File: src/uopl_pkg.sv
// Constants, register map and types of the USB line and power control block
package uopl_pkg;

	////////////////////////////////////////////////////////////////////////
	// Register byte addresses
	localparam logic [7:0] ADDR_LINE_CTRL = 8'h00;
	localparam logic [7:0] ADDR_PWR_CTRL = 8'h04;
	localparam logic [7:0] ADDR_IRQ_FLAGS = 8'h08;
	localparam logic [7:0] ADDR_INT_STATUS = 8'h0C;
	localparam logic [7:0] ADDR_INT_CLEAR = 8'h10;
	localparam logic [7:0] ADDR_INT_ENABLE = 8'h14;

	////////////////////////////////////////////////////////////////////////
	// Line control field positions
	localparam int LC_DPLUS_PU = 7;
	localparam int LC_DMINUS_PU = 6;
	localparam int LC_DPLUS_PD = 5;
	localparam int LC_DMINUS_PD = 4;
	localparam int LC_BUS_POWER = 3;
	localparam int LC_SW_CTRL = 2;
	localparam int LC_CHARGE = 1;
	localparam int LC_DISCHARGE = 0;

	// Power control field positions
	localparam int PC_ACT_PEND = 7;
	localparam int PC_SLEEP_GUARD = 4;
	localparam int PC_BUSY = 3;
	localparam int PC_SUSPEND = 1;
	localparam int PC_POWER = 0;
	localparam logic [7:0] PC_WR_MASK = 8'h13;

	// Interrupt flag field positions
	localparam int FL_STALL = 7;
	localparam int FL_ATTACH = 6;
	localparam int FL_RESUME = 5;
	localparam int FL_IDLE = 4;
	localparam int FL_TOKEN = 3;
	localparam int FL_FRAME = 2;
	localparam int FL_ERROR = 1;
	localparam int FL_RESET = 0;
	localparam logic [7:0] FL_W1C_MASK = 8'hFD;

	// Block interrupt status bits
	localparam int IS_ACTIVITY = 0;
	localparam int IS_READY = 1;
	localparam int IS_FLAG = 2;
	localparam int IS_W = 3;

	////////////////////////////////////////////////////////////////////////
	// Reset values
	localparam logic [7:0] LINE_CTRL_RST = 8'h00;
	localparam logic [7:0] PWR_CTRL_RST = 8'h00;
	localparam logic [7:0] IRQ_FLAGS_RST = 8'h00;
	localparam logic [IS_W-1:0] INT_RST = 3'h0;
	localparam logic [31:0] RDATA_RST = 32'h0000_0000;

	////////////////////////////////////////////////////////////////////////
	// Timing
	localparam int CLK_PERIOD_NS = 20;
	localparam int SETTLE_NS = 200;
	localparam logic [3:0] SETTLE_CYCLES = 4'((SETTLE_NS + CLK_PERIOD_NS - 1) / CLK_PERIOD_NS);
	localparam logic [3:0] CNT_RST = 4'h0;
	localparam int SYNC_W = 1;

	typedef enum logic [2:0] {
		PWR_OFF = 3'b001,
		PWR_ON = 3'b010,
		PWR_SETTLE = 3'b100
	} uopl_pwr_e;

endpackage

File: src/uopl_sync2.sv
// Two flip-flop synchroniser for asynchronous inputs
`timescale 1ns/1ps
module uopl_sync2 #(
	parameter int WIDTH = 1
) (
	input wire logic clock,
	input wire logic rst_n,
	input wire logic [WIDTH-1:0] async_in,
	output logic [WIDTH-1:0] sync_out
);

	genvar i;
	generate
		for (i = 0; i < WIDTH; i++) begin : g_bit
			logic meta_r;
			logic hold_r;
			always_ff @(posedge clock or negedge rst_n) begin
				if (!rst_n) begin
					meta_r <= 1'b0;
					hold_r <= 1'b0;
				end else begin
					meta_r <= async_in[i];
					hold_r <= meta_r;
				end
			end
			assign sync_out[i] = hold_r;
		end
	endgenerate

endmodule

File: src/uopl_top.sv
// USB line resistor, bus power and module power control with interrupt flags
`timescale 1ns/1ps

// What this block does
// - Software D+ pull-up bit drives D+ pull-up
// - Software D- pull-up bit drives D- pull-up
// - Software D+ pull-down bit drives D+ pull-down
// - Software D- pull-down bit drives D- pull-down
// - Bus power bit requests bus power
// - Software control bit selects software or hardware resistors
// - Charge bit connects bus charge resistor
// - Discharge bit connects bus discharge resistor
// - Activity pending until its interrupt is generated
// - Guard bit blocks sleep on activity, pending activity or any set interrupt flag
// - Busy while on or still settling after off
// - Suspend gates USB clock, transceiver low power
// - Power bit off holds resistor, bus supply, USB clock and low power outputs inactive
// - Hardware sets flags, software writes one clears; error flag only follows its event
// - Flag zero is bus reset or detach
module uopl_top (
	input wire logic clock,
	input wire logic rst_n,
	input wire logic [7:0] addr,
	input wire logic [31:0] wdata,
	input wire logic wr_en,
	input wire logic rd_en,
	output logic [31:0] rdata,
	input wire logic hw_dplus_pullup,
	input wire logic hw_dminus_pullup,
	input wire logic hw_dplus_pulldown,
	input wire logic hw_dminus_pulldown,
	input wire logic host_mode,
	input wire logic ev_stall,
	input wire logic ev_attach,
	input wire logic ev_resume,
	input wire logic ev_idle,
	input wire logic ev_token_done,
	input wire logic ev_frame_start,
	input wire logic ev_error,
	input wire logic ev_bus_reset,
	input wire logic ev_detach,
	input wire logic bus_activity,
	output logic dplus_pullup_en,
	output logic dminus_pullup_en,
	output logic dplus_pulldown_en,
	output logic dminus_pulldown_en,
	output logic bus_power_on,
	output logic bus_charge_en,
	output logic bus_discharge_en,
	output logic usb_clk_en,
	output logic xcvr_low_power,
	output logic module_on,
	output logic module_busy,
	output logic sleep_block,
	output logic irq
);

	////////////////////////////////////////////////////////////////////////
	// Input synchroniser and edge detect
	logic [uopl_pkg::SYNC_W-1:0] act_sync;
	logic act_s;
	logic act_prev_r;
	logic act_edge;

	uopl_sync2 #(.WIDTH(uopl_pkg::SYNC_W)) u_sync (
		.clock(clock),
		.rst_n(rst_n),
		.async_in(bus_activity),
		.sync_out(act_sync)
	);

	assign act_s = act_sync[0];
	assign act_edge = act_s & ~act_prev_r;

	////////////////////////////////////////////////////////////////////////
	// State declarations
	uopl_pkg::uopl_pwr_e state_r, state_nxt;
	logic [3:0] cnt_r, cnt_nxt;
	logic [7:0] line_r, line_nxt;
	logic [7:0] pwr_r, pwr_nxt;
	logic [7:0] flags_r, flags_nxt;
	logic [uopl_pkg::IS_W-1:0] ist_r, ist_nxt;
	logic [uopl_pkg::IS_W-1:0] ien_r, ien_nxt;
	logic pend_r, pend_nxt;
	logic [31:0] rdata_r, rdata_nxt;
	logic [7:0] flag_set;
	logic [uopl_pkg::IS_W-1:0] int_ev;
	logic wr_ok;
	logic on_nxt;
	logic susp_nxt;
	logic ready_ev;
	logic act_ev;

	////////////////////////////////////////////////////////////////////////
	// Power state machine
	always_comb begin
		state_nxt = state_r;
		cnt_nxt = cnt_r;
		ready_ev = 1'b0;
		case (state_r)
			uopl_pkg::PWR_OFF: begin
				if (pwr_nxt[uopl_pkg::PC_POWER]) begin
					state_nxt = uopl_pkg::PWR_ON;
				end
			end
			uopl_pkg::PWR_ON: begin
				if (!pwr_nxt[uopl_pkg::PC_POWER]) begin
					state_nxt = uopl_pkg::PWR_SETTLE;
					cnt_nxt = uopl_pkg::SETTLE_CYCLES - 4'h1;
				end
			end
			uopl_pkg::PWR_SETTLE: begin
				// Enable is only taken from the off state once settled
				if (cnt_r == 4'h0) begin
					state_nxt = uopl_pkg::PWR_OFF;
					ready_ev = 1'b1;
				end else begin
					cnt_nxt = cnt_r - 4'h1;
				end
			end
			default: begin
				state_nxt = uopl_pkg::PWR_OFF;
			end
		endcase
	end

	assign on_nxt = (state_nxt == uopl_pkg::PWR_ON);
	assign susp_nxt = pwr_nxt[uopl_pkg::PC_SUSPEND];

	////////////////////////////////////////////////////////////////////////
	// Register writes, flags and events
	always_comb begin
		// Only power control is writable while settling after disable
		wr_ok = wr_en & (state_r != uopl_pkg::PWR_SETTLE);
		line_nxt = line_r;
		pwr_nxt = pwr_r;
		ien_nxt = ien_r;
		if (wr_en && addr == uopl_pkg::ADDR_PWR_CTRL) begin
			pwr_nxt = wdata[7:0] & uopl_pkg::PC_WR_MASK;
		end else if (wr_ok && addr == uopl_pkg::ADDR_LINE_CTRL) begin
			line_nxt = wdata[7:0];
		end else if (wr_ok && addr == uopl_pkg::ADDR_INT_ENABLE) begin
			ien_nxt = wdata[uopl_pkg::IS_W-1:0];
		end
		flag_set = 8'h00;
		if (state_r == uopl_pkg::PWR_ON) begin
			flag_set[uopl_pkg::FL_STALL] = ev_stall;
			flag_set[uopl_pkg::FL_ATTACH] = ev_attach;
			flag_set[uopl_pkg::FL_RESUME] = ev_resume;
			flag_set[uopl_pkg::FL_IDLE] = ev_idle;
			flag_set[uopl_pkg::FL_TOKEN] = ev_token_done;
			flag_set[uopl_pkg::FL_FRAME] = ev_frame_start;
			flag_set[uopl_pkg::FL_RESET] = host_mode ? ev_detach : ev_bus_reset;
		end
		flags_nxt = flags_r;
		if (wr_ok && addr == uopl_pkg::ADDR_IRQ_FLAGS) begin
			flags_nxt = flags_r & ~(wdata[7:0] & uopl_pkg::FL_W1C_MASK);
		end
		flags_nxt = flags_nxt | flag_set;
		flags_nxt[uopl_pkg::FL_ERROR] = (state_r == uopl_pkg::PWR_ON) & ev_error;
		// Activity waits while the USB clock is gated
		pend_nxt = on_nxt & susp_nxt & (pend_r | act_edge);
		act_ev = (pend_r | (act_edge & on_nxt)) & ~susp_nxt;
		int_ev = 3'h0;
		int_ev[uopl_pkg::IS_ACTIVITY] = act_ev;
		int_ev[uopl_pkg::IS_READY] = ready_ev;
		int_ev[uopl_pkg::IS_FLAG] = |flag_set;
		ist_nxt = ist_r;
		if (wr_ok && addr == uopl_pkg::ADDR_INT_CLEAR) begin
			ist_nxt = ist_r & ~wdata[uopl_pkg::IS_W-1:0];
		end
		ist_nxt = ist_nxt | int_ev;
	end

	////////////////////////////////////////////////////////////////////////
	// Read data, one cycle after the strobe
	always_comb begin
		rdata_nxt = 32'h0000_0000;
		if (rd_en) begin
			if (addr == uopl_pkg::ADDR_LINE_CTRL) begin
				rdata_nxt = {24'h00_0000, line_r};
			end else if (addr == uopl_pkg::ADDR_PWR_CTRL) begin
				rdata_nxt = {24'h00_0000, pend_r, 2'h0, pwr_r[uopl_pkg::PC_SLEEP_GUARD],
					module_busy, 1'h0, pwr_r[uopl_pkg::PC_SUSPEND], pwr_r[uopl_pkg::PC_POWER]};
			end else if (addr == uopl_pkg::ADDR_IRQ_FLAGS) begin
				rdata_nxt = {24'h00_0000, flags_r};
			end else if (addr == uopl_pkg::ADDR_INT_STATUS) begin
				rdata_nxt = {29'h0000_0000, ist_r};
			end else if (addr == uopl_pkg::ADDR_INT_ENABLE) begin
				rdata_nxt = {29'h0000_0000, ien_r};
			end
		end
	end

	////////////////////////////////////////////////////////////////////////
	// Registers
	always_ff @(posedge clock or negedge rst_n) begin
		if (!rst_n) begin
			state_r <= uopl_pkg::PWR_OFF;
			cnt_r <= uopl_pkg::CNT_RST;
			line_r <= uopl_pkg::LINE_CTRL_RST;
			pwr_r <= uopl_pkg::PWR_CTRL_RST;
			flags_r <= uopl_pkg::IRQ_FLAGS_RST;
			ist_r <= uopl_pkg::INT_RST;
			ien_r <= uopl_pkg::INT_RST;
			pend_r <= 1'b0;
			act_prev_r <= 1'b0;
			rdata_r <= uopl_pkg::RDATA_RST;
		end else begin
			state_r <= state_nxt;
			cnt_r <= cnt_nxt;
			line_r <= line_nxt;
			pwr_r <= pwr_nxt;
			flags_r <= flags_nxt;
			ist_r <= ist_nxt;
			ien_r <= ien_nxt;
			pend_r <= pend_nxt;
			act_prev_r <= act_s;
			rdata_r <= rdata_nxt;
		end
	end

	assign rdata = rdata_r;

	////////////////////////////////////////////////////////////////////////
	// Registered outputs
	always_ff @(posedge clock or negedge rst_n) begin
		if (!rst_n) begin
			dplus_pullup_en <= 1'b0;
			dminus_pullup_en <= 1'b0;
			dplus_pulldown_en <= 1'b0;
			dminus_pulldown_en <= 1'b0;
			bus_power_on <= 1'b0;
			bus_charge_en <= 1'b0;
			bus_discharge_en <= 1'b0;
			usb_clk_en <= 1'b0;
			xcvr_low_power <= 1'b0;
			module_on <= 1'b0;
			module_busy <= 1'b0;
			sleep_block <= 1'b0;
			irq <= 1'b0;
		end else begin
			dplus_pullup_en <= on_nxt & (line_nxt[uopl_pkg::LC_SW_CTRL] ?
				line_nxt[uopl_pkg::LC_DPLUS_PU] : hw_dplus_pullup);
			dminus_pullup_en <= on_nxt & (line_nxt[uopl_pkg::LC_SW_CTRL] ?
				line_nxt[uopl_pkg::LC_DMINUS_PU] : hw_dminus_pullup);
			dplus_pulldown_en <= on_nxt & (line_nxt[uopl_pkg::LC_SW_CTRL] ?
				line_nxt[uopl_pkg::LC_DPLUS_PD] : hw_dplus_pulldown);
			dminus_pulldown_en <= on_nxt & (line_nxt[uopl_pkg::LC_SW_CTRL] ?
				line_nxt[uopl_pkg::LC_DMINUS_PD] : hw_dminus_pulldown);
			bus_power_on <= on_nxt & line_nxt[uopl_pkg::LC_BUS_POWER];
			bus_charge_en <= on_nxt & line_nxt[uopl_pkg::LC_CHARGE];
			bus_discharge_en <= on_nxt & line_nxt[uopl_pkg::LC_DISCHARGE];
			usb_clk_en <= on_nxt & ~susp_nxt;
			xcvr_low_power <= on_nxt & susp_nxt;
			module_on <= on_nxt;
			module_busy <= (state_nxt != uopl_pkg::PWR_OFF);
			sleep_block <= pwr_nxt[uopl_pkg::PC_SLEEP_GUARD] & (act_s | pend_nxt | (|flags_nxt));
			irq <= |(ist_nxt & ien_nxt);
		end
	end
endmodule

File: config.mk
export PLATFORM = sky130hd
export DESIGN_NAME = uopl_top
export DESIGN_NICKNAME = d
export VERILOG_FILES = /design/src/uopl_pkg.sv /design/src/uopl_sync2.sv /design/src/uopl_top.sv
export SDC_FILE = /design/constraint.sdc
export NUM_CORES = 1
export LEC_CHECK = 0
export BUFFER_PORTS_ARGS = -buffer_cell sky130_fd_sc_hd__buf_2
export CAP_MARGIN = 20
export CORE_AREA = 2 2 59 102
export CTS_CLUSTER_DIAMETER = 50
export DETAILED_ROUTE_END_ITERATION = 6
export DIE_AREA = 0 0 61 104
export PLACE_DENSITY = 0.85
export SLEW_MARGIN = 20
export SYNTH_ARGS = -nofsm -noshare
export SYNTH_HDL_FRONTEND = slang
export SYNTH_SLANG_ARGS = --single-unit
File: constraint.sdc
create_clock -name clock -period 5.85 [get_ports clock]
set_input_delay 0.8775 -clock clock [delete_from_list [all_inputs] [get_ports clock]]
set_output_delay 0.8775 -clock clock [all_outputs]
set_load 0.05 [all_outputs]
Word-level counts from Yosys, hierarchy flattened:

Cells that the tools add are included.

* add/subtract/negate cells: 1
* eq/ne operators: 13
* mux-type cells: 30
* bitwise operators: 29
* reductions and logical operators: 12

Operators by type and width (number)
* 8-bit 2-to-1 mux: 7
* 3-bit 2-to-1 mux: 9
* 1-bit bitwise AND: 16
* 8-bit by 4-bit equality test with 1-bit output, second input constant: 2
* 8-bit by 5-bit equality test with 1-bit output, second input constant: 2
* 3-bit case mux with 3 select lines: 1
* 8-bit bitwise AND: 1
* 8-bit by 3-bit equality test with 1-bit output, second input constant: 1
* 8-bit zero test: 1
* 1-bit 2-to-1 mux: 8
* 4-bit 2-to-1 mux: 2
* 8-bit inverter: 1
* 8-bit bitwise OR: 1
* 4-bit case mux with 2 select lines: 1
* 8-bit OR reduction: 1
* 7-bit OR reduction: 1
* 3-bit bitwise AND: 2
* 3-bit by 2-bit equality test with 1-bit output, second input constant: 2
* 6-bit 2-to-1 mux: 1
* 1-bit logical AND: 5
* 5-bit 2-to-1 mux: 1
* 4-bit zero test: 1
* 2-bit inequality test, second input constant: 2
* 1-bit bitwise OR: 4
* 11 further kinds: 12

* register bits after elaboration: 81
* bits of input ports: 59
* output and inout bits: 45

Longest topological paths before layout:

* depth after elaboration: 12
* gate-level depth with buffers: 8

By module:

From an unflattened synthesis, not the netlist that was laid out.

* cells, all modules: 253
* area total of the unflattened synthesis: 2825.2 sq um

By module, submodules not included
* uopl_top: times used 1, cells each 251, area an instance 2775.2 sq um, sequential area each 1377.6 sq um
* uopl_sync2: times used 1, cells each 2, area an instance 50.0 sq um, sequential area each 50.0 sq um

Worst setup path before layout:

No wires, ideal clock.

* kind: input port to flip-flop
* from: input port addr[2]
* to: register dminus_pulldown_en
* setup time: 0.120 ns
* arrival time: 2.805 ns
* data required time: 5.730 ns
* setup slack: 2.925 ns
* stages: 7
* path through: buf_4 or4_1 buf_2 or3_4 nor2_8 mux2_1 o211a_1

* elaborated cells on any way between the ends: 13
* classes of those cells: eq/ne: 2; mux: 7; bitwise: 1; reduce/logical: 3

RTL lines
* start: declaration: line uopl_top.sv:23 `input wire logic [7:0] addr,`
* 8-bit zero test: line uopl_top.sv:140 `end else if (wr_ok && addr == uopl_pkg::ADDR_LINE_CTRL) begin`
* 1-bit logical AND: line uopl_top.sv:140
* 8-bit 2-to-1 mux: line uopl_top.sv:140
* 8-bit 2-to-1 mux (*): line uopl_top.sv:138 `if (wr_en && addr == uopl_pkg::ADDR_PWR_CTRL) begin`
* named net line_nxt[4]: line uopl_top.sv:79 `logic [7:0] line_r, line_nxt;`
* 1-bit 2-to-1 mux (*): line uopl_top.sv:249 `dminus_pulldown_en <= on_nxt & (line_nxt[uopl_pkg::LC_SW_CTRL] ?`
* 1-bit bitwise AND (*): line uopl_top.sv:249
* end signal: assignment: line uopl_top.sv:249
* end: declaration: line uopl_top.sv:46 `output logic dminus_pulldown_en,`

Mark *: on every way through the listed nets, which the timed path passes. The rest lies on a longest branch.
A chain may end at the register's enable or synchronous reset.

Final worst setup path:

Ends and elaborated chain as after synthesis.

==> impl_metrics.ini <==
[outcome]
status = finished, final reports clean

[synthesis]
synth_cell_types = 61
synth_enable_flop_cells = 0
synth.yosys.seq_area_share_pct = 50.5
synth_area_um2 = 2830
yosysMostFrequentCell = dfrtp_1
synth_top_area_share_pct = 49.6
avgSynthCellArea_um2 = 11.2
netlist_instances = 253
yosysWarnings = 0
synthTopCellsByArea = dfrtp_1 50%, buf_4 6.6%, nor2b_1 2.4%
yosys.area.top_type = dfrtp_1
synth_seq_cells = 57
synthArstFlopShare_pct = 100
synth_common_cells = 56 x dfrtp_1, 25 x buf_4, 17 x nand2_1
ys.flop_type = dfrtp_1

[finish]
syn2layout_area_growth_pct = 17.1
design_area_um2 = 3310
instances_no_fill = 394
fill_cells = 468
n_antenna_cell = 0
drive_gt1_share_pct = 28.9
final_nets = 374

[grt]
grt_pass1_vias = 2120
antenna_found_initial = 0
overflow = 0
grt_max_degree = 58
track_usage_pct = 20.8
grt_pass1_wl_mm = 9.53

[placed_design]
place_area_um2 = 3080
dp_cells = 378
dp_slack_ns = 2.71
dp_hpwl_mm = 4.60
gp_congestion = 0.928
io_buffer_count = 55

[route]
drc = 0
first_pass_iters = 5
num_vias = 2127
routed_wl_mm = 5.98
dr.first_iter.drc_count = 69
wl_per_cell_um = 15.2
ant_nets = 0
viasPerCell = 5.40

[cts]
clk_path_buf_depth = 2
cts_tree = done
clock_latency_ns = 0.34
ctsResizeCount = 0
hold_buffers = 0
htree_levels = 3
post_cts_buffers = 0
clkSlewWorstSetupHoldPaths_ns = 0.06
cts_sinks = 57
cts_root_buf = clkbuf_8
cts_buffers = 9

[timing]
finalCritPeriodShare_pct = 47.9
hold_viol = 0
timing.slew.headroom_pct = 49.3
skew_ns = 0.00691
setup_viol = 0
fin_crit_ns = 2.80
max_freq_ghz = 0.357
fin_tns_setup_ns = 0
maxSlewViolCount = 0
tightest_slew_ns = 0.757
setup_ws_ns = 3.05
rsz0062_at_grt = no

[critical_path]
crit_fanout = 7
critPathArrivalTime_ns = 3.03
worstSetupStartpointType = primary input
rrSetupSlack_ns = 3.61
crit_type = in2reg
critPathRequiredTime_ns = 6.07
end_kind = register

[floorplan]
start_util_pct = 51.0
dieHeight_um = 104
coreArea_um2 = 5540
io_pins = 104
die_area_um2 = 6340
die_w_um = 61
rows = 36

[pwr]
peakVddDrop_mv = 0.215
p_per_area_nw_per_um2 = 288
p_leak_nw = 1.72

[hold_path]
min_path_type = reg2reg

[flow_run]
drv_cap = 0
placed cells by master, fill, tap and decap left out, types with 2 or more instances in the layout:
cell / synthesis / routed
o31a_1: 3 / 3
and3_1: 3 / 3
or2_1: 2 / 2
mux2i_1: 4 / 4
ha_1: 2 / 2
inv_1: 9 / 9
nor3_1: 2 / 2
o211a_1: 3 / 3
a21oi_1: 3 / 3
conb_1: 1 / 24
o22ai_1: 5 / 5
a211o_1: 2 / 2
nor4_1: 4 / 4
nand2_1: 17 / 17
or3_1: 5 / 5
a22o_1: 3 / 3
dfrtp_1: 56 / 56
mux2_1: 6 / 6
clkinv_2: 0 / 2
nand3_1: 2 / 2
and3b_1: 2 / 2
a222oi_1: 3 / 3
buf_2: 2 / 55
nor4_2: 3 / 3
and2_1: 5 / 5
bufinv_16: 0 / 2
clkbuf_8: 0 / 11
or4_1: 2 / 2
a21o_1: 4 / 4
o21ai_0: 7 / 7
o31ai_1: 2 / 2
a22oi_1: 2 / 2
a21boi_1: 2 / 2
xnor2_1: 2 / 2
nand2b_1: 3 / 3
mux2_2: 5 / 5
a21boi_0: 4 / 4
nor2b_1: 11 / 11
nor2_1: 12 / 12
critical path, stage by stage:
cell and delay (ns):
buf_2 0.15, or4_1 0.71, or3_4 0.47, nor2_8 0.20, mux2_1 0.38, o211a_1 0.23
per-layer routing:
metal | global-route usage, % | wire length, um
met2 | 34.6 | 3290
met3 | 6.47 | 317
met5 | 0 | 0
met1 | 20.2 | 2000
met4 | 14.9 | 362
path summary, 6_finish.rpt:
kind	startpoint	endpoint	depth (start not counted)
setup / recovery	addr[2]	dminus_pulldown_en	6
hold / removal	u_sync.g_bit[0].meta_r	u_sync.sync_out	0
setup reg to reg	state_r[1]	dminus_pulldown_en	5
hold reg to reg	u_sync.g_bit[0].meta_r	u_sync.sync_out	0
max in group asynchronous	rst_n	irq	2
min in group asynchronous	rst_n	bus_power_on	2
state kept, by name, indices dropped and copies added (netlist names), 3 cells and up:
name,flops
flags_r,8
line_r,8
rdata,8
cnt_r,4
ien_r,3
ist_r,3
pwr_r,3
state_r,3
power breakdown:
group,switching [W],internal [W],leakage [nW],total (W)
logic,0.0000873,0.0000339,0.846,0.000121
registers,0.0000115,0.000412,0.758,0.000424
clock network,0.000149,0.000261,0.115,0.000410
total,0.000247,0.000707,1.72,0.000955
metrics by stage:
stage / total power (W) / util [%] / hold WS (ns)
floorplan: 0.000525 / - / 0.331
global placement: 0.000549 / 55.6 / 0.333
detailed placement: 0.000551 / 55.6 / 0.336
CTS: 0.000965 / 59.7 / 0.350
global route: 0.000993 / 59.7 / 0.373
finish: 0.000955 / 59.7 / 0.351
layout make-up:
class | count | area, um^2 | share of cell area, %
flip-flops and latches | 57 | 1430 | 43.1
clock inverters | 5 | 77.6 | 2.34
inverters | 10 | 37.5 | 1.13
well taps | 76 | 95.1 | 2.87
repair buffers | 56 | 283 | 8.54
clock buffers | 11 | 151 | 4.57
multi-input cells | 179 | 1240 | 37.4
logic make-up (layout without fill, tap and decap cells):
logic type / after synthesis / count (layout) / synth area share [%]
flip-flops: 57 / 57 / 50.5
AO/OA/AOI/OAI: 51 / 51 / 13.9
multiplexers: 15 / 15 / 5.80
adder cells (fa/ha/maj): 2 / 2 / 0.886
buffers and inverters: 40 / 82 / 8.72
AND/OR/NAND/NOR: 84 / 84 / 19.1
other: 1 / 24 / 0.133
XOR/XNOR: 3 / 3 / 0.930
Power figures use the tool's default switching activity.
